--- config.mk ---
export PLATFORM = sky130hd
export DESIGN_NAME = rssx_exec
export DESIGN_NICKNAME = d
export VERILOG_FILES = /design/src/logic/rssx_pkg.sv /design/src/logic/rssx_exec.sv
export SDC_FILE = /design/constraint.sdc
export NUM_CORES = 1
export LEC_CHECK = 0
export BUFFER_PORTS_ARGS = -buffer_cell sky130_fd_sc_hd__buf_4
export CORE_MARGIN = 2
export CORE_UTILIZATION = 56
export DETAILED_ROUTE_END_ITERATION = 8
export PLACE_DENSITY = 0.89
export SYNTH_ARGS = -nofsm -noshare
export SYNTH_HDL_FRONTEND = slang
export SYNTH_SLANG_ARGS = --single-unit
--- constraint.sdc ---
create_clock -name ref_clk -period 3.95 [get_ports ref_clk]
set_clock_uncertainty 0.15 [all_clocks]
set_input_delay 0.395 -clock ref_clk [delete_from_list [all_inputs] [get_ports ref_clk]]
set_output_delay 0.395 -clock ref_clk [all_outputs]
set_load 0.02 [all_outputs]
--- src/logic/rssx_pkg.sv ---
// Package: register map, field positions, op codes and state types for the skip/subtract datapath
package rssx_pkg;

    // ************************************************************
    // Register byte offsets
    // ************************************************************
    localparam logic [3:0] RSSX_OFS_CTRL = 4'h0;
    localparam logic [3:0] RSSX_OFS_ACC = 4'h1;
    localparam logic [3:0] RSSX_OFS_FLAGS = 4'h2;
    localparam logic [3:0] RSSX_OFS_MEM = 4'h3;
    localparam logic [3:0] RSSX_OFS_IMM = 4'h4;
    localparam logic [3:0] RSSX_OFS_STATUS = 4'h5;
    localparam int RSSX_ADDR_W = 4;

    // ************************************************************
    // Status flag bit positions
    // ************************************************************
    localparam int RSSX_FLG_C = 0;
    localparam int RSSX_FLG_AC = 1;
    localparam int RSSX_FLG_Z = 2;
    localparam int RSSX_FLG_OV = 3;
    localparam int RSSX_FLG_SC = 4;
    localparam int RSSX_FLG_CZ = 5;
    localparam int RSSX_FLG_W = 6;

    // ************************************************************
    // Status register bits and reset values
    // ************************************************************
    localparam int RSSX_STS_BUSY = 0;
    localparam int RSSX_STS_SKIP = 1;
    localparam logic [7:0] RSSX_RST_BYTE = 8'h00;
    localparam logic [5:0] RSSX_RST_FLAGS = 6'h00;

    // ************************************************************
    // Operation codes written to the control register
    // ************************************************************
    localparam logic [2:0] RSSX_OP_ROT = 3'h1;
    localparam logic [2:0] RSSX_OP_SUB_MEM = 3'h2;
    localparam logic [2:0] RSSX_OP_SUB_IMM = 3'h3;
    localparam logic [2:0] RSSX_OP_SUB_TO_MEM = 3'h4;
    localparam logic [2:0] RSSX_OP_DEC_SKIP = 3'h5;
    localparam logic [2:0] RSSX_OP_DEC_SKIP_ACC = 3'h6;

    typedef enum logic [1:0] {
        RSSX_IDLE,
        RSSX_EXEC,
        RSSX_DUMMY
    } rssx_fsm_type;

    typedef struct packed {
        rssx_fsm_type fsm;
        logic [7:0] acc;
        logic [7:0] mem;
        logic [7:0] imm;
        logic [5:0] flags;
        logic [2:0] op;
        logic last_skip;
        logic skip_next;
        logic dummy;
        logic mem_write;
        logic waitreq;
        logic busy;
        logic [31:0] rdata;
    } rssx_state_type;

endpackage : rssx_pkg

--- src/logic/rssx_exec.sv ---
// Rotate, subtract-with-borrow and decrement-skip execution datapath with Avalon-MM slave
//
// Implementation choices: the placing of the registers and the Avalon-MM slave port.
`timescale 1ns/1ps

// Functional notes
// - Rotate right through carry into accumulator
// - Rotate keeps memory; changes carry only
// - Accumulator minus memory minus inverted carry
// - Accumulator minus immediate minus inverted carry
// - Same difference stored back into memory
// - Carry cleared on negative, else set
// - Subtracts update all six arithmetic flags
// - Decrement memory, skip if zero, flags kept
// - Decrement into accumulator, skip if zero
// - Decrement-skips take two cycles only when they skip, dummy inserted
module rssx_exec
    import rssx_pkg::*;
(
    input wire logic ref_clk,
    input wire logic rst,
    input wire logic [RSSX_ADDR_W-1:0] avs_address,
    input wire logic avs_read,
    input wire logic avs_write,
    input wire logic [31:0] avs_writedata,
    output logic [31:0] avs_readdata,
    output logic avs_waitrequest,
    output logic [7:0] mem_data,
    output logic mem_write,
    output logic skip_next,
    output logic dummy_cycle,
    output logic busy
);

    // ************************************************************
    // State
    // ************************************************************
    rssx_state_type s;
    rssx_state_type next_s;

    logic [8:0] diff9;
    logic [4:0] nib5;
    logic [7:0] opnd;
    logic [7:0] res;
    logic [7:0] dec;
    logic not_c;

    assign avs_readdata = s.rdata;
    assign avs_waitrequest = s.waitreq;
    assign mem_data = s.mem;
    assign mem_write = s.mem_write;
    assign skip_next = s.skip_next;
    assign dummy_cycle = s.dummy;
    assign busy = s.busy;

    // ************************************************************
    // Next state
    // ************************************************************
    always_comb begin
        not_c = ~s.flags[RSSX_FLG_C];
        opnd = (s.op == RSSX_OP_SUB_IMM) ? s.imm : s.mem;
        // Nine-bit difference: bit 8 is the borrow out
        diff9 = {1'b0, s.acc} - {1'b0, opnd} - {8'h00, not_c};
        nib5 = {1'b0, s.acc[3:0]} - {1'b0, opnd[3:0]} - {4'h0, not_c};
        res = diff9[7:0];
        dec = s.mem - 8'h01;
        next_s = s;
        next_s.mem_write = 1'b0;
        next_s.skip_next = 1'b0;
        next_s.dummy = 1'b0;

        // Avalon slave: one wait cycle, then the answer stands one cycle
        if ((avs_read || avs_write) && s.waitreq) begin
            next_s.waitreq = 1'b0;
            next_s.rdata = 32'h00000000;
            if (avs_write && (s.fsm == RSSX_IDLE)) begin
                // Writes while busy are dropped so the datapath owns its registers
                if (avs_address == RSSX_OFS_CTRL) begin
                    next_s.op = avs_writedata[2:0];
                    next_s.fsm = RSSX_EXEC;
                end else if (avs_address == RSSX_OFS_ACC) begin
                    next_s.acc = avs_writedata[7:0];
                end else if (avs_address == RSSX_OFS_FLAGS) begin
                    next_s.flags = avs_writedata[RSSX_FLG_W-1:0];
                end else if (avs_address == RSSX_OFS_MEM) begin
                    next_s.mem = avs_writedata[7:0];
                end else if (avs_address == RSSX_OFS_IMM) begin
                    next_s.imm = avs_writedata[7:0];
                end
            end else if (avs_read) begin
                if (avs_address == RSSX_OFS_CTRL) begin
                    next_s.rdata = {29'h0, s.op};
                end else if (avs_address == RSSX_OFS_ACC) begin
                    next_s.rdata = {24'h0, s.acc};
                end else if (avs_address == RSSX_OFS_FLAGS) begin
                    next_s.rdata = {26'h0, s.flags};
                end else if (avs_address == RSSX_OFS_MEM) begin
                    next_s.rdata = {24'h0, s.mem};
                end else if (avs_address == RSSX_OFS_IMM) begin
                    next_s.rdata = {24'h0, s.imm};
                end else if (avs_address == RSSX_OFS_STATUS) begin
                    next_s.rdata = {30'h0, s.last_skip, busy};
                end
            end
        end else begin
            next_s.waitreq = 1'b1;
        end

        case (s.fsm)
            RSSX_EXEC: begin
                next_s.fsm = RSSX_IDLE;
                next_s.last_skip = 1'b0;
                if (s.op == RSSX_OP_ROT) begin
                    next_s.acc = {s.flags[RSSX_FLG_C], s.mem[7:1]};
                    next_s.flags[RSSX_FLG_C] = s.mem[0];
                end else if ((s.op == RSSX_OP_SUB_MEM) || (s.op == RSSX_OP_SUB_IMM) ||
                             (s.op == RSSX_OP_SUB_TO_MEM)) begin
                    if (s.op == RSSX_OP_SUB_TO_MEM) begin
                        next_s.mem = res;
                        next_s.mem_write = 1'b1;
                    end else begin
                        next_s.acc = res;
                    end
                    next_s.flags[RSSX_FLG_C] = ~diff9[8];
                    next_s.flags[RSSX_FLG_AC] = ~nib5[4];
                    next_s.flags[RSSX_FLG_Z] = (res == 8'h00);
                    next_s.flags[RSSX_FLG_OV] = (s.acc[7] != opnd[7]) && (res[7] != s.acc[7]);
                    // Sign of the true result: wrapped sign corrected by overflow
                    next_s.flags[RSSX_FLG_SC] = res[7] ^
                        ((s.acc[7] != opnd[7]) && (res[7] != s.acc[7]));
                    // Chained zero stays set only while every byte of the chain is zero
                    next_s.flags[RSSX_FLG_CZ] = (res == 8'h00) && s.flags[RSSX_FLG_CZ];
                end else if (s.op == RSSX_OP_DEC_SKIP) begin
                    next_s.mem = dec;
                    next_s.mem_write = 1'b1;
                    next_s.last_skip = (dec == 8'h00);
                    if (dec == 8'h00) begin
                        next_s.skip_next = 1'b1;
                        next_s.dummy = 1'b1;
                        next_s.fsm = RSSX_DUMMY;
                    end
                end else if (s.op == RSSX_OP_DEC_SKIP_ACC) begin
                    next_s.acc = dec;
                    next_s.last_skip = (dec == 8'h00);
                    if (dec == 8'h00) begin
                        next_s.skip_next = 1'b1;
                        next_s.dummy = 1'b1;
                        next_s.fsm = RSSX_DUMMY;
                    end
                end
            end
            RSSX_DUMMY: begin
                // Dummy slot while the sequencer fetches past the skipped word
                next_s.fsm = RSSX_IDLE;
            end
            default: begin
            end
        endcase
        // Registered copy so the busy pin comes straight from a flip-flop
        next_s.busy = (next_s.fsm != RSSX_IDLE);
    end

    always_ff @(posedge ref_clk) begin
        if (rst) begin
            s <= '{fsm: RSSX_IDLE, acc: RSSX_RST_BYTE, mem: RSSX_RST_BYTE, imm: RSSX_RST_BYTE,
                   flags: RSSX_RST_FLAGS, op: 3'h0, last_skip: 1'b0, skip_next: 1'b0,
                   dummy: 1'b0, mem_write: 1'b0, waitreq: 1'b1, rdata: 32'h00000000,
                   busy: 1'b0};
        end else begin
            s <= next_s;
        end
    end

    logic is_sub;
    assign is_sub = (s.fsm == RSSX_EXEC) && ((s.op == RSSX_OP_SUB_MEM) ||
                    (s.op == RSSX_OP_SUB_IMM) || (s.op == RSSX_OP_SUB_TO_MEM));
    logic no_borrow;
    assign no_borrow = ({1'b0, s.acc} >= ({1'b0, opnd} + {8'h00, not_c}));

    // ************************************************************
    // Independent reference terms
    // ************************************************************
    // Signed difference two bits wider than a byte, so it never wraps
    logic [9:0] sdiff;
    assign sdiff = {{2{s.acc[7]}}, s.acc} - {{2{opnd[7]}}, opnd} - {9'h000, not_c};
    logic ovf_true;
    assign ovf_true = (sdiff[9:7] != 3'h0) && (sdiff[9:7] != 3'h7);
    // Low nibble compared as a whole rather than through a carry chain
    logic nib_no_borrow;
    assign nib_no_borrow = ({1'b0, s.acc[3:0]} >= ({1'b0, opnd[3:0]} + {4'h0, not_c}));
endmodule : rssx_exec

# Word-level counts from Yosys, hierarchy flattened
# Cells that the tools add are included.
[op_classes]
n_reduce_logical = 16
muxes = 48
n_bitwise = 9
eq_ne = 15
n_addsub = 5
[ops]
columns = ["op", "n"]
rows = [
  ["$mux W8", 18],
  ["$mux W35", 2],
  ["$mux W16", 3],
  ["$mux W30", 1],
  ["$mux W22", 1],
  ["$mux W6", 3],
  ["$logic_not A8 Y1", 2],
  ["$mux W2", 7],
  ["$mux W3", 4],
  ["$mux W10", 1],
  ["$eq A3 B3 Y1 const B", 3],
  ["$sub A8 B8 Y9", 1],
  ["$sub A9 B1 Y9", 1],
  ["$eq A4 B2 Y1 const B", 2],
  ["$eq A4 B3 Y1 const B", 2],
  ["$not A1 Y1", 8],
  ["$sub A8 B1 Y8 const B", 1],
  ["$reduce_and A7 Y1", 1],
  ["$eq A3 B2 Y1 const B", 2],
  ["$mux W1", 5],
  ["$mux W5", 1],
  ["$sub A4 B4 Y5", 1],
  ["$sub A5 B1 Y5", 1],
  ["$eq A4 B1 Y1 const B", 1],
  ["other kinds (15)", 21],
]
[word_totals]
reg_bits = 73

# Logic depth before layout (Yosys ltp)
# Gate-level depths: netlist of run 1.
[depth]
word_depth = 14
mapped_depth = 14
mapped_depth_nobuf = 13

# Worst setup path after synthesis of run 1
# OpenSTA, ideal clock, no wires.
[synth_path]
path_type = "reg-to-reg"
from = "register s[40] in the netlist's numbering"
to = "register s[46] in the netlist's numbering"
required_ns = 3.742
n_path_buf = 1
arrival_ns = 3.243
setup_time_ns = 0.058
synth_period_minus_slack_ns = 3.451
path_stages_with_launch = 13
setup_slack_ns = 0.499
cell_sequence = "dfxtp_1 > clkbuf_1 > nor2_1 > nand2_1 > mux2_2 > ha_1 > inv_1 > ha_1 > or3_1 > a2111oi_0 > nand2_1 > nor4_1 > a21o_1"
[synth_via]
elab_chain_len = 9
word_cells_on_any_way = 14
[synth_rtl]
columns = ["element", "line", "text"]
rows = [
  ["from (decl)", "rssx_exec.sv:38", "rssx_state_type s;"],
  ["from (signal assigned)", "rssx_exec.sv:165", "s <= '{fsm: RSSX_IDLE, acc: RSSX_RST_BYTE, mem: RSSX_RST_BYTE, imm: RSSX_RST_BYTE,"],
  ["from (signal assigned)", "rssx_exec.sv:170", "s <= next_s;"],
  ["$eq A3 B2 Y1", "n/a", ""],
  ["$mux W8", "rssx_exec.sv:61", "opnd = (s.op == RSSX_OP_SUB_IMM) ? s.imm : s.mem;"],
  ["$sub A8 B8 Y9", "rssx_exec.sv:63", "diff9 = {1'b0, s.acc} - {1'b0, opnd} - {8'h00, not_c};"],
  ["$sub A9 B1 Y9", "rssx_exec.sv:63", ""],
  ["$logic_not A8 Y1", "rssx_exec.sv:132", "next_s.flags[RSSX_FLG_CZ] = (res == 8'h00) && s.flags[RSSX_FLG_CZ];"],
  ["$logic_and A1 B1 Y1", "rssx_exec.sv:132", ""],
  ["$mux W6", "rssx_exec.sv:116", "end else if ((s.op == RSSX_OP_SUB_MEM) || (s.op == RSSX_OP_SUB_IMM) ||"],
  ["$mux W5 (*)", "rssx_exec.sv:113", "if (s.op == RSSX_OP_ROT) begin"],
  ["$mux W6 (*)", "rssx_exec.sv:109", "case (s.fsm)"],
]
# Every way passes the cells marked *; elsewhere a longest branch is shown, timed or not.
# A chain may end at the register's enable or synchronous reset.

# Worst setup path in the final report of run 1
[layout_path]
from = "register s[39] in the netlist's numbering"
to = "register s[45] in the netlist's numbering"
[layout_via]
elab_chain_len = 10
word_cells_on_any_way = 16
[layout_rtl]
columns = ["element", "line", "text"]
rows = [
  ["$eq A3 B2 Y1", "n/a", ""],
  ["$mux W8", "rssx_exec.sv:61", ""],
  ["$sub A8 B8 Y9", "rssx_exec.sv:63", ""],
  ["$sub A9 B1 Y9", "rssx_exec.sv:63", ""],
  ["$ne A1 B1 Y1", "rssx_exec.sv:130", "((s.acc[7] != opnd[7]) && (res[7] != s.acc[7]));"],
  ["$logic_and A1 B1 Y1", "rssx_exec.sv:130", ""],
  ["$xor A1 B1 Y1", "rssx_exec.sv:129", "next_s.flags[RSSX_FLG_SC] = res[7] ^"],
  ["$mux W6", "rssx_exec.sv:116", ""],
  ["$mux W5 (*)", "rssx_exec.sv:113", ""],
  ["$mux W6 (*)", "rssx_exec.sv:109", ""],
]
# Marks and branches as above.

==> results of run 1 <==
worst max-delay path, stage by stage, from the launching register on:
cell                       delay [ns]
sky130_fd_sc_hd__dfxtp_1         0.34
sky130_fd_sc_hd__inv_1           0.11
sky130_fd_sc_hd__nor2_1          0.17
sky130_fd_sc_hd__nand2_1         0.17
sky130_fd_sc_hd__mux2i_1         0.17
sky130_fd_sc_hd__fa_1            0.41
sky130_fd_sc_hd__ha_1            0.30
sky130_fd_sc_hd__and2_1          0.19
sky130_fd_sc_hd__o21ai_0         0.43
sky130_fd_sc_hd__a22oi_1         0.20
sky130_fd_sc_hd__xor2_2          0.42
sky130_fd_sc_hd__a211oi_1        0.16
sky130_fd_sc_hd__a211oi_1        0.35
metal layers:
layer / track usage / up-vias / wire [um]
met3: 0.0645 / 52 / 1150
met4: 0.154 / 0 / 500
met5: 0 / - / 0
li1: - / 1686 / -
met1: 0.375 / 1651 / 4340
met2: 0.508 / 253 / 5360
kinds of logic (layout without fill, tap and decap cells):
logic type	after synthesis	count (layout)	synth area share
AND/OR/NAND/NOR	141	141	0.181
AO/OA/AOI/OAI	122	122	0.203
buffers and inverters	98	86	0.141
flip-flops	48	48	0.247
multiplexers	43	43	0.120
adder cells (fa/ha/maj)	21	21	0.0714
XOR/XNOR	16	16	0.0360
other	1	24	0.000964
registers in the layout, indices dropped and copies added, names as in the netlist:
| name | flops |
|---|---|
| s | 28 |
| avs_readdata | 8 |
| mem_data | 8 |
| avs_waitrequest | 1 |
| busy | 1 |
| mem_write | 1 |
| skip_next | 1 |
cell type report:
class                      instances  area, um2  area share
tap                               80        100      0.0244
multi-input combinational        367       2480       0.604
clock buffer                       6       82.6      0.0201
clock inverter                     2       13.8     0.00335
timing repair buffer              47        353      0.0859
sequential                        48        961       0.234
inverter                          31        116      0.0283
cell usage in the layout (no fill, tap or decap), types with 3 or more instances in the layout:
| master | count |
|---|---|
| sky130_fd_sc_hd__conb_1 | 24 |
| sky130_fd_sc_hd__inv_1 | 29 |
| sky130_fd_sc_hd__ha_1 | 19 |
| sky130_fd_sc_hd__dfxtp_1 | 48 |
| sky130_fd_sc_hd__nand3_1 | 4 |
| sky130_fd_sc_hd__o221ai_1 | 3 |
| sky130_fd_sc_hd__xor2_1 | 5 |
| sky130_fd_sc_hd__nor4_1 | 3 |
| sky130_fd_sc_hd__a31oi_1 | 3 |
| sky130_fd_sc_hd__a21o_1 | 4 |
| sky130_fd_sc_hd__a221oi_1 | 6 |
| sky130_fd_sc_hd__o21ai_0 | 20 |
| sky130_fd_sc_hd__a21oi_1 | 35 |
| sky130_fd_sc_hd__xnor2_1 | 10 |
| sky130_fd_sc_hd__o21ai_1 | 3 |
| sky130_fd_sc_hd__nor2_1 | 61 |
| sky130_fd_sc_hd__a22oi_1 | 12 |
| sky130_fd_sc_hd__mux2_2 | 14 |
| sky130_fd_sc_hd__or3_1 | 4 |
| sky130_fd_sc_hd__nand2_1 | 29 |
| sky130_fd_sc_hd__buf_4 | 47 |
| sky130_fd_sc_hd__o22ai_1 | 12 |
| sky130_fd_sc_hd__mux2i_1 | 27 |
| sky130_fd_sc_hd__clkbuf_8 | 6 |
| sky130_fd_sc_hd__nor3_1 | 5 |
| sky130_fd_sc_hd__a211oi_1 | 5 |
| sky130_fd_sc_hd__nand3b_1 | 6 |
| sky130_fd_sc_hd__nand2b_1 | 9 |
worst paths after layout:
check	from	to	slack, ns
min	avs_writedata[6]	s[53]$_SDFFE_PP0P_	0.22
min reg2reg	s[46]$_SDFF_PP0_	s[46]$_SDFF_PP0_	0.34
max	s[39]$_SDFFE_PP0P_	s[45]$_SDFF_PP0_	0.26
max reg2reg	s[39]$_SDFFE_PP0P_	s[45]$_SDFF_PP0_	0.26
where the power goes:
group	internal [mW]	total, mW	switching (mW)
clock network	0.144	0.327	0.183
logic	0.0569	0.177	0.120
registers	0.489	0.494	0.00535
metrics by stage:
step / hold slack, ns / setup WS (ns) / power (mW) / utilization / instance area (um2)
finish: 0.224 / 0.262 / 0.999 / 0.608 / 4110
global route: 0.219 / 0.0746 / 1.03 / 0.608 / 4110
CTS: 0.218 / 0.236 / 0.990 / 0.606 / 4090
detailed placement: 0.317 / 0.300 / 0.675 / 0.591 / 4000
global placement: 0.296 / 0.298 / 0.671 / 0.591 / 4000
floorplan: 0.287 / 0.499 / 0.645 / - / 3980
repair_timing:
action                                  in CTS  in global routing
hold buffers                                 0                  0
endpoints found under the setup margin       0                  3
gates resized for setup                      0                  2
==> Flow_metrics.wiki, run 1 <==
{| class="wikitable"
! Metric !! Value
|-
| Core area || approximately 6800 um2
|-
| Post-synth EDFFs || 0
|-
| Average instance area after synthesis || a little under 8 um2
|-
| Buffer type at the clock tree root || sky130_fd_sc_hd__clkbuf_8
|-
| Share of the yosys chip area belonging to registers || 0.247
|-
| Number of vias per cell || 6.27
|-
| Sum of routed wire length over all layers || roughly 11000 um
|-
| Clock-pin slew on the worst setup and hold paths || about 0.1 ns
|-
| Total Neg Setup Slack || 0 ns
|-
| Port buffer count || 36
|-
| Synth area leaders || sky130_fd_sc_hd__dfxtp_1 (25%), sky130_fd_sc_hd__buf_4 (8.3%), sky130_fd_sc_hd__mux2i_1 (6.9%)
|-
| Hold Violations, Final || 0
|-
| Post-CTS Setup Bufs || 0
|-
| Run status || complete, no violations
|-
| WL per Instance || about 20 um
|-
| Yosys Warn Count || 0
|-
| Antenna diode count || 0
|-
| CTS tree || done
|-
| DRC violation count after routing || 0
|-
| H-tree Lvls || 2
|-
| Flop and latch count out of synthesis || 48
|-
| Number of antenna violations at the first check in global routing || 0
|-
| CP Data Required Time || about 4 ns
|-
| Yosys cell types || 64
|-
| Type of destination of the critical path || register
|-
| Final weighted congestion in routability-driven placement || approximately 0.97
|-
| Wire length of the first global-routing pass || roughly 18000 um
|-
| Final net count || between 500 and 600
|-
| Most common flop cell mapped by yosys || sky130_fd_sc_hd__dfxtp_1
|-
| Share of flip-flops with an asynchronous set or reset || 0
|-
| Total clock buffers created by CTS || 5
|-
| Most used standard cells in the synthesized netlist || sky130_fd_sc_hd__nor2_1 (61), sky130_fd_sc_hd__dfxtp_1 (48), sky130_fd_sc_hd__buf_4 (43), sky130_fd_sc_hd__a21oi_1 (35)
|-
| RSZ-0062 raised after global routing || false
|-
| Total of max-cap violations || 0
|-
| Count of filler cells inserted in the layout || ~600
|-
| Hold path cells || 3
|-
| First-pass DRT Iterations || 7
|-
| Initial core utilization || 0.576
|-
| Final standard cell count with taps included and fillers excluded || about 580
|-
| Clock insertion delay at the later pin of the skew report || just over 0.3 ns
|-
| Total instance count after detailed placement || roughly 570
|-
| Maximum net fanout on the critical path || 6
|-
| Die X-Extent || 87.3 um
|-
| Overall track demand over capacity in global routing || 0.307
|-
| Initial DRC Count || ~480
|-
| Max IR drop VDD || 114 uV
|-
| Largest net degree at the start of global routing || 36
|-
| Worst path arrival time || 3.73 ns
|-
| Share of layout cells above drive strength 1 || 0.162
|-
| Count of antenna-violating nets left after detailed routing || 0
|-
| Classification of the worst-slack hold path || in -> reg
|-
| Power per unit of standard cell area || 243 nW/um2
|-
| Area share of the largest cell type after synthesis || 0.247
|-
| Most frequently used cell type in the post-synthesis netlist || sky130_fd_sc_hd__nor2_1
|-
| Pins Over Slew Limit || 0
|-
| Clock sinks || 48
|-
| IO Pins || 85
|-
| Number of cells on the worst reg-to-reg path || 12
|-
| Worst-case clock buffer depth || 2
|-
| Transition time of the tightest slew-check pin || between 1 and 1.5 ns
|-
| Final setup viols || 0
|-
| Max transition margin || 0.284
|-
| Dpl hpwl || 8450 um
|-
| Post-synthesis cell count || 490
|-
| Worst Setup Start Kind || register
|-
| Number of rows created at floorplan || 30
|-
| Category of the most critical setup path || reg -> reg
|-
| Crit path time final || 3.69 ns
|-
| Via Count || roughly 3600
|-
| Synth-to-Final Area Change || 5.57%
|-
| Static leakage power || 1.81 nW
|-
| Die height || slightly below 90 um
|-
| Post-synth design cell area || approximately 3900 um2
|-
| Vias in the first global route || around 3500
|-
| Die ar. || 7630 um2
|-
| Part of the cycle the worst path needs || 0.934
|-
| Fmax || 0.271 GHz
|-
| Cell taking the most area after synthesis || sky130_fd_sc_hd__dfxtp_1
|-
| GR Overflow Total || 0
|}
No activity file was read; power rests on OpenSTA's default activity.
==> run 2: changes to the inputs <==
- CORE_UTILIZATION: 56 -> 57
- CTS_BUF_LIST: default -> sky130_fd_sc_hd__clkbuf_2 sky130_fd_sc_hd__clkbuf_4 sky130_fd_sc_hd__clkbuf_8
- MAX_ROUTING_LAYER: default -> met4
- PLACE_DENSITY: 0.89 -> 0.9
==> run 2 against run 1 <==
Total power is 1.0% higher. Sequential power hardly changed. Combinational power hardly changed. Largest cell class unchanged. Final cell count is 0.17% lower. Via count is 2.4% higher. Critical path depth stayed put. Worst setup slack worse by 0.0075 ns.
==> Flow_metrics.wiki, run 2 (synthesis gave the netlist of run 1 again) <==
{| class="wikitable"
! Metric !! Value
|-
| Number of antenna violations at the first check in global routing || 0 (unchanged)
|-
| CTS tree || done (unchanged)
|-
| GR Overflow Total || 0 (unchanged)
|-
| First-pass DRT Iterations || 6 (was 7)
|-
| Vias in the first global route || 3366 (was 3544)
|-
| Dpl hpwl || 8420 um (was 8450 um)
|-
| Overall track demand over capacity in global routing || 0.307 (about the same)
|-
| Power per unit of standard cell area || 246 nW/um2 (was 243 nW/um2)
|-
| Die ar. || 7500 um2 (was 7630 um2)
|-
| Maximum net fanout on the critical path || 8 (was 6)
|-
| PnR Total Power || 1.01 mW (was 0.999 mW)
|-
| Port buffer count || 36 (unchanged)
|-
| Worst path arrival time || 3.82 ns (was 3.73 ns)
|-
| Hold-fix buffers, CTS || 0 (unchanged)
|-
| Static leakage power || 1.82 nW (was 1.81 nW)
|-
| CP Data Required Time || 4.07 ns (was 3.99 ns)
|-
| Final weighted congestion in routability-driven placement || 0.977 (was 0.973)
|-
| Register with the most flip-flops || s (unchanged)
|-
| Initial core utilization || 0.582 (was 0.576)
|-
| Transition time of the tightest slew-check pin || 1.05 ns (was 1.06 ns)
|-
| Final net count || 560 (was 561)
|-
| Clock-pin slew on the worst setup and hold paths || 0.10 ns (about the same)
|-
| Clock sinks || 48 (unchanged)
|-
| IO Pins || 85 (unchanged)
|-
| Share of layout cells above drive strength 1 || 0.162 (about the same)
|-
| Worst-case clock buffer depth || 2 (unchanged)
|-
| Type of destination of the critical path || register (unchanged)
|-
| Buffer type at the clock tree root || sky130_fd_sc_hd__clkbuf_8 (unchanged)
|-
| Antenna diode count || 0 (unchanged)
|-
| Count of antenna-violating nets left after detailed routing || 0 (unchanged)
|-
| Total Neg Setup Slack || 0 ns (unchanged)
|-
| Number of rows created at floorplan || 30 (unchanged)
|-
| Crit path time final || 3.70 ns (was 3.69 ns)
|-
| Total of max-cap violations || 0 (unchanged)
|-
| Max FFs per register || 28 (unchanged)
|-
| Final setup viols || 0 (unchanged)
|-
| Max IR drop VDD || 131 uV (was 114 uV)
|-
| Register-to-Register Setup Slack || 0.25 ns (was 0.26 ns)
|-
| Core area || 6680 um2 (was 6760 um2)
|-
| Commonest cells after routing, fill and taps aside || sky130_fd_sc_hd__nor2_1 (61), sky130_fd_sc_hd__dfxtp_1 (48), sky130_fd_sc_hd__buf_4 (46) (was sky130_fd_sc_hd__nor2_1 (61), sky130_fd_sc_hd__dfxtp_1 (48), sky130_fd_sc_hd__buf_4 (47))
|-
| WL per Instance || 19.2 um (was 19.5 um)
|-
| Die height || 86.6 um (was 87.3 um)
|-
| Category of the most critical setup path || reg -> reg (unchanged)
|-
| Wire length of the first global-routing pass || 17200 um (was 18000 um)
|-
| Largest net degree at the start of global routing || 36 (unchanged)
|-
| Via Count || 3729 (was 3642)
|-
| H-tree Lvls || 2 (unchanged)
|-
| Pins Over Slew Limit || 0 (unchanged)
|-
| Sum of routed wire length over all layers || 11200 um (was 11300 um)
|-
| DRC violation count after routing || 0 (unchanged)
|-
| Classification of the worst-slack hold path || in -> reg (unchanged)
|-
| Max transition margin || 0.293 (was 0.284)
|-
| Synth-to-Final Area Change || 5.69% (was 5.57%)
|-
| Hold Violations, Final || 0 (unchanged)
|-
| Post_cts resized || 0 (unchanged)
|-
| Run status || complete, no violations (unchanged)
|-
| Number of vias per cell || 6.43 (was 6.27)
|-
| Part of the cycle the worst path needs || 0.936 (was 0.934)
|-
| Post-CTS Setup Bufs || 0 (unchanged)
|-
| Fmax || 0.271 GHz (about the same)
|-
| Most common cell after layout, fill and taps aside || sky130_fd_sc_hd__nor2_1 (unchanged)
|-
| Clock insertion delay at the later pin of the skew report || 0.32 ns (was 0.31 ns)
|-
| Worst Setup Start Kind || register (unchanged)
|-
| Initial DRC Count || 596 (was 482)
|-
| RSZ-0062 raised after global routing || false (unchanged)
|-
| Die X-Extent || 86.6 um (was 87.3 um)
|-
| Total clock buffers created by CTS || 5 (unchanged)
|}
-- run 2: changes by cell type in the layout (fill, tap and decap cells not counted), sizes merged --
| cell | change |
|---|---|
| buf | -1 |
-- run 2: worst max-delay path: stages, from the launching register on --
cell and delay (ns):
sky130_fd_sc_hd__dfxtp_1 0.35, sky130_fd_sc_hd__inv_1 0.12, sky130_fd_sc_hd__nor2_1 0.17, sky130_fd_sc_hd__nand2_2 0.20
sky130_fd_sc_hd__mux2i_1 0.20, sky130_fd_sc_hd__fa_1 0.42, sky130_fd_sc_hd__ha_1 0.30, sky130_fd_sc_hd__and2_1 0.19
sky130_fd_sc_hd__or3_1 0.36, sky130_fd_sc_hd__a2111oi_1 0.50, sky130_fd_sc_hd__nand2_1 0.18, sky130_fd_sc_hd__nor4_4 0.35
sky130_fd_sc_hd__a21o_1 0.16
-- run 2: path summary, 6_finish.rpt --
path | endpoint | start | depth (start not counted)
worst min register to register | avs_readdata[1]$_SDFFE_PP0P_ | avs_readdata[1]$_SDFFE_PP0P_ | 2
worst max register to register | s[46]$_SDFF_PP0_ | s[39]$_SDFFE_PP0P_ | 12
worst max-delay path | s[46]$_SDFF_PP0_ | s[39]$_SDFFE_PP0P_ | 12
worst min-delay path | s[52]$_SDFFE_PP0P_ | avs_writedata[5] | 3
-- run 2: metrics by stage --
step	std cells	setup slack, ns	util	hold WS (ns)	area, um2
2_1_floorplan	513	0.499	-	0.287	3980
3_3_place_gp	572	0.186	0.597	0.295	3990
3_5_place_dp	572	0.0442	0.597	0.302	3990
4_1_cts	580	0.0178	0.611	0.206	4080
5_1_grt	580	0.0889	0.615	0.221	4110
6_report	580	0.254	0.615	0.204	4110
-- run 2: routing by layer --
metal	routed length (um)	GRT usage
met1	4430	0.378
met2	5130	0.492
met3	1020	0.0552
met4	564	0.135
met5	0	-
-- run 2: final cells by class --
| type | instances | area, um2 |
|---|---|---|
| repair buffers | 46 | 345 |
| clock inverters | 2 | 13.8 |
| flip-flops and latches | 48 | 961 |
| clock buffers | 6 | 82.6 |
| inverters | 31 | 116 |
| multi-input cells | 367 | 2490 |
| fillers | 596 | 2570 |
| well taps | 80 | 100 |
-- run 2: power by group --
| group | internal, mW | total, mW | switching, mW |
|---|---|---|---|
| logic | 0.0573 | 0.178 | 0.121 |
| registers | 0.489 | 0.495 | 0.00558 |
| clock network | 0.144 | 0.337 | 0.193 |
| total | 0.690 | 1.01 | 0.319 |
==> run 3: changes to the inputs <==
- CELL_PAD_IN_SITES_DETAIL_PLACEMENT: default -> 1
- CELL_PAD_IN_SITES_GLOBAL_PLACEMENT: default -> 2
- CORE_UTILIZATION: 57 -> 33
- PLACE_DENSITY: 0.9 -> 0.91
- TNS_END_PERCENT: default -> 50
==> run 3 against run 2 <==
Final cell count rose by 12%. Global-route usage fell by 9.4 points. Cell area rose by 2.7%. Critical endpoint is now s[69]$_SDFF_PP0_.
==> Flow_metrics.wiki, run 3 (synthesis gave the netlist of run 1 again) <==
{| class="wikitable"
! Metric !! Value
|-
| Run status || complete, no violations (unchanged)
|-
| Overall track demand over capacity in global routing || 0.212 (was 0.307)
|-
| Fraction of the core area covered by cells at the end of the flow || 0.368 (was 0.615)
|-
| Final net count || 566 (was 560)
|-
| Worst reg2reg path startpoint || s[39]$_SDFFE_PP0P_ (unchanged)
|-
| Crit path time final || 3.69 ns (was 3.70 ns)
|-
| Final setup viols || 0 (unchanged)
|-
| Total clock buffers created by CTS || 5 (unchanged)
|-
| IO Pins || 85 (unchanged)
|-
| Wire length of the first global-routing pass || 20800 um (was 17200 um)
|-
| Number of rows created at floorplan || 39 (was 30)
|-
| Buffering stage count on the worst path with inverters included || 3 (was 1)
|-
| Clock sinks || 48 (unchanged)
|-
| Post_cts resized || 0 (unchanged)
|-
| Post-CTS Setup Bufs || 0 (unchanged)
|-
| Crit path max-delay cell type || sky130_fd_sc_hd__or3_1 (was sky130_fd_sc_hd__a2111oi_1)
|-
| Buffer type at the clock tree root || sky130_fd_sc_hd__clkbuf_8 (unchanged)
|-
| Uppermost layer routed || met4 (unchanged)
|-
| M1 wire length || 5530 um (was 4430 um)
|-
| Category of the most critical setup path || reg -> reg (unchanged)
|-
| Met2 Wirelength || 6250 um (was 5130 um)
|-
| Count of filler cells inserted in the layout || 1402 (was 596)
|-
| Initial core utilization || 0.339 (was 0.582)
|-
| Startpoint of the worst hold path || avs_writedata[5] (unchanged)
|-
| Commonest cells after routing, fill and taps aside || sky130_fd_sc_hd__nor2_1 (61), sky130_fd_sc_hd__buf_4 (52), sky130_fd_sc_hd__dfxtp_1 (48) (was sky130_fd_sc_hd__nor2_1 (61), sky130_fd_sc_hd__dfxtp_1 (48), sky130_fd_sc_hd__buf_4 (46))
|-
| Clock-pin slew on the worst setup and hold paths || 0.10 ns (about the same)
|-
| Hold Violations, Final || 0 (unchanged)
|-
| WL per Instance || 20.1 um (was 19.2 um)
|-
| Synth-to-Final Area Change || 8.59% (was 5.69%)
|-
| Most common cell after layout, fill and taps aside || sky130_fd_sc_hd__nor2_1 (unchanged)
|-
| Maximum net fanout on the critical path || 5 (was 8)
|-
| First-pass DRT Iterations || 5 (was 6)
|-
| Port buffer count || 36 (unchanged)
|-
| Critical path startpoint || s[39]$_SDFFE_PP0P_ (unchanged)
|-
| Worst path arrival time || 3.72 ns (was 3.82 ns)
|-
| Multi-input logic area || 2480 um2 (was 2490 um2)
|-
| Number of vias per cell || 5.66 (was 6.43)
|-
| Number of antenna violations at the first check in global routing || 0 (unchanged)
|-
| Part of the cycle the worst path needs || 0.935 (was 0.936)
|-
| Total Neg Setup Slack || 0 ns (unchanged)
|-
| Sum of routed wire length over all layers || 13100 um (was 11200 um)
|-
| Power per unit of standard cell area || 238 nW/um2 (was 246 nW/um2)
|-
| Classification of the worst-slack hold path || in -> reg (unchanged)
|-
| Depth of the critical timing path with buffers and inverters included || 14 (was 12)
|-
| DRC violation count after routing || 0 (unchanged)
|-
| Design Area, Final || 4220 um2 (was 4110 um2)
|-
| Initial DRC Count || 260 (was 596)
|-
| Type of destination of the critical path || register (unchanged)
|-
| CP Data Required Time || 3.98 ns (was 4.07 ns)
|-
| Worst Setup Start Kind || register (unchanged)
|-
| Core area || 11500 um2 (was 6680 um2)
|-
| Die height || 113 um (was 86.6 um)
|-
| CTS tree || done (unchanged)
|-
| Static leakage power || 1.83 nW (was 1.82 nW)
|-
| Hold path cells || 3 (unchanged)
|-
| Pins Over Slew Limit || 0 (unchanged)
|-
| Worst-case clock buffer depth || 2 (unchanged)
|-
| Final weighted congestion in routability-driven placement || 0.916 (was 0.977)
|-
| RSZ-0062 raised after global routing || false (unchanged)
|-
| Delay-heaviest family, CP || compound AO/OA/AOI/OAI gates (was simple AND/OR/NAND/NOR gates)
|-
| H-tree Lvls || 2 (unchanged)
|-
| Max transition margin || 0.314 (was 0.293)
|-
| Share of layout cells above drive strength 1 || 0.170 (was 0.162)
|-
| Clock insertion delay at the later pin of the skew report || 0.31 ns (was 0.32 ns)
|-
| Hold-fix buffers, CTS || 0 (unchanged)
|-
| Max IR drop VDD || 144 uV (was 131 uV)
|-
| Placed Area || 4110 um2 (was 3990 um2)
|-
| GR Overflow Total || 0 (unchanged)
|-
| Vias in the first global route || 3730 (was 3366)
|-
| Largest net degree at the start of global routing || 36 (unchanged)
|-
| Antenna diode count || 0 (unchanged)
|-
| Largest stage delay on the critical path || 0.40 ns (was 0.50 ns)
|-
| Via Count || 3673 (was 3729)
|-
| Total of max-cap violations || 0 (unchanged)
|-
| Die ar. || 12700 um2 (was 7500 um2)
|-
| Count of antenna-violating nets left after detailed routing || 0 (unchanged)
|-
| Dpl hpwl || 10100 um (was 8420 um)
|-
| Max FFs per register || 28 (unchanged)
|-
| Number of cells on the worst reg-to-reg path || 14 (was 12)
|-
| Fmax || 0.271 GHz (about the same)
|-
| Sum of met3 wire segment lengths after detailed routing || 829 um (was 1020 um)
|-
| CP cell instances || inv_1 > nor2_1 > nand2_1 > buf_4 > mux2_2 > ha_1 > inv_1 > ha_1 > or3_1 > o22ai_1 > xor2_1 > o22ai_1 > o21ai_0 > a221oi_1 (was inv_1 > nor2_1 > nand2_2 > mux2i_1 > fa_1 > ha_1 > and2_1 > or3_1 > a2111oi_1 > nand2_1 > nor4_4 > a21o_1)
|-
| Transition time of the tightest slew-check pin || 1.01 ns (was 1.05 ns)
|-
| Area occupied by registers || 961 um2 (unchanged)
|-
| Die X-Extent || 113 um (was 86.6 um)
|-
| Register with the most flip-flops || s (unchanged)
|}
## run 3: final timing paths
kind	slack, ns	end
setup / recovery	0.26	s[69]$_SDFF_PP0_
hold / removal	0.23	s[52]$_SDFFE_PP0P_
setup reg to reg	0.26	s[69]$_SDFF_PP0_
hold reg to reg	0.33	avs_readdata[1]$_SDFFE_PP0P_
## run 3: area by class of cell
| class | instances | share of cell area |
|---|---|---|
| repair buffers | 52 | 0.0924 |
| well taps | 143 | 0.0424 |
| clock buffers | 6 | 0.0196 |
| flip-flops and latches | 48 | 0.228 |
| multi-input cells | 367 | 0.587 |
| clock inverters | 2 | 0.00356 |
| inverters | 31 | 0.0276 |
## run 3: report_power, final
part	internal, mW	total, mW	switching (mW)	leakage, nW
registers	0.489	0.494	0.00513	0.387
clock network	0.142	0.326	0.184	0.0434
logic	0.0578	0.184	0.126	1.39
total	0.689	1.00	0.315	1.83
## run 3: stage by stage
step / setup slack [ns] / cells / hold WS [ns] / total power [mW]
finish: 0.256 / 649 / 0.230 / 1.00
global route: 0.0798 / 649 / 0.233 / 1.04
CTS: 0.0978 / 649 / 0.229 / 1.00
detailed placement: 0.160 / 641 / 0.313 / 0.684
global placement: 0.248 / 641 / 0.301 / 0.680
floorplan: 0.499 / 513 / 0.287 / 0.645
## run 3: routing by layer
layer,vias to the layer above,global-route usage
li1,1691,-
met1,1798,0.265
met2,149,0.351
met3,35,0.0308
met4,0,0.0732
met5,-,-
## run 3: worst register-to-register path: stages, from the launching register on
cell and delay [ns]:
sky130_fd_sc_hd__dfxtp_1 0.35, sky130_fd_sc_hd__inv_1 0.06, sky130_fd_sc_hd__nor2_1 0.14, sky130_fd_sc_hd__nand2_1 0.25, sky130_fd_sc_hd__buf_4 0.26, sky130_fd_sc_hd__mux2_2 0.28
sky130_fd_sc_hd__ha_1 0.28, sky130_fd_sc_hd__inv_1 0.04, sky130_fd_sc_hd__ha_1 0.20, sky130_fd_sc_hd__or3_1 0.40, sky130_fd_sc_hd__o22ai_1 0.24, sky130_fd_sc_hd__xor2_1 0.20
sky130_fd_sc_hd__o22ai_1 0.22, sky130_fd_sc_hd__o21ai_0 0.12, sky130_fd_sc_hd__a221oi_1 0.38
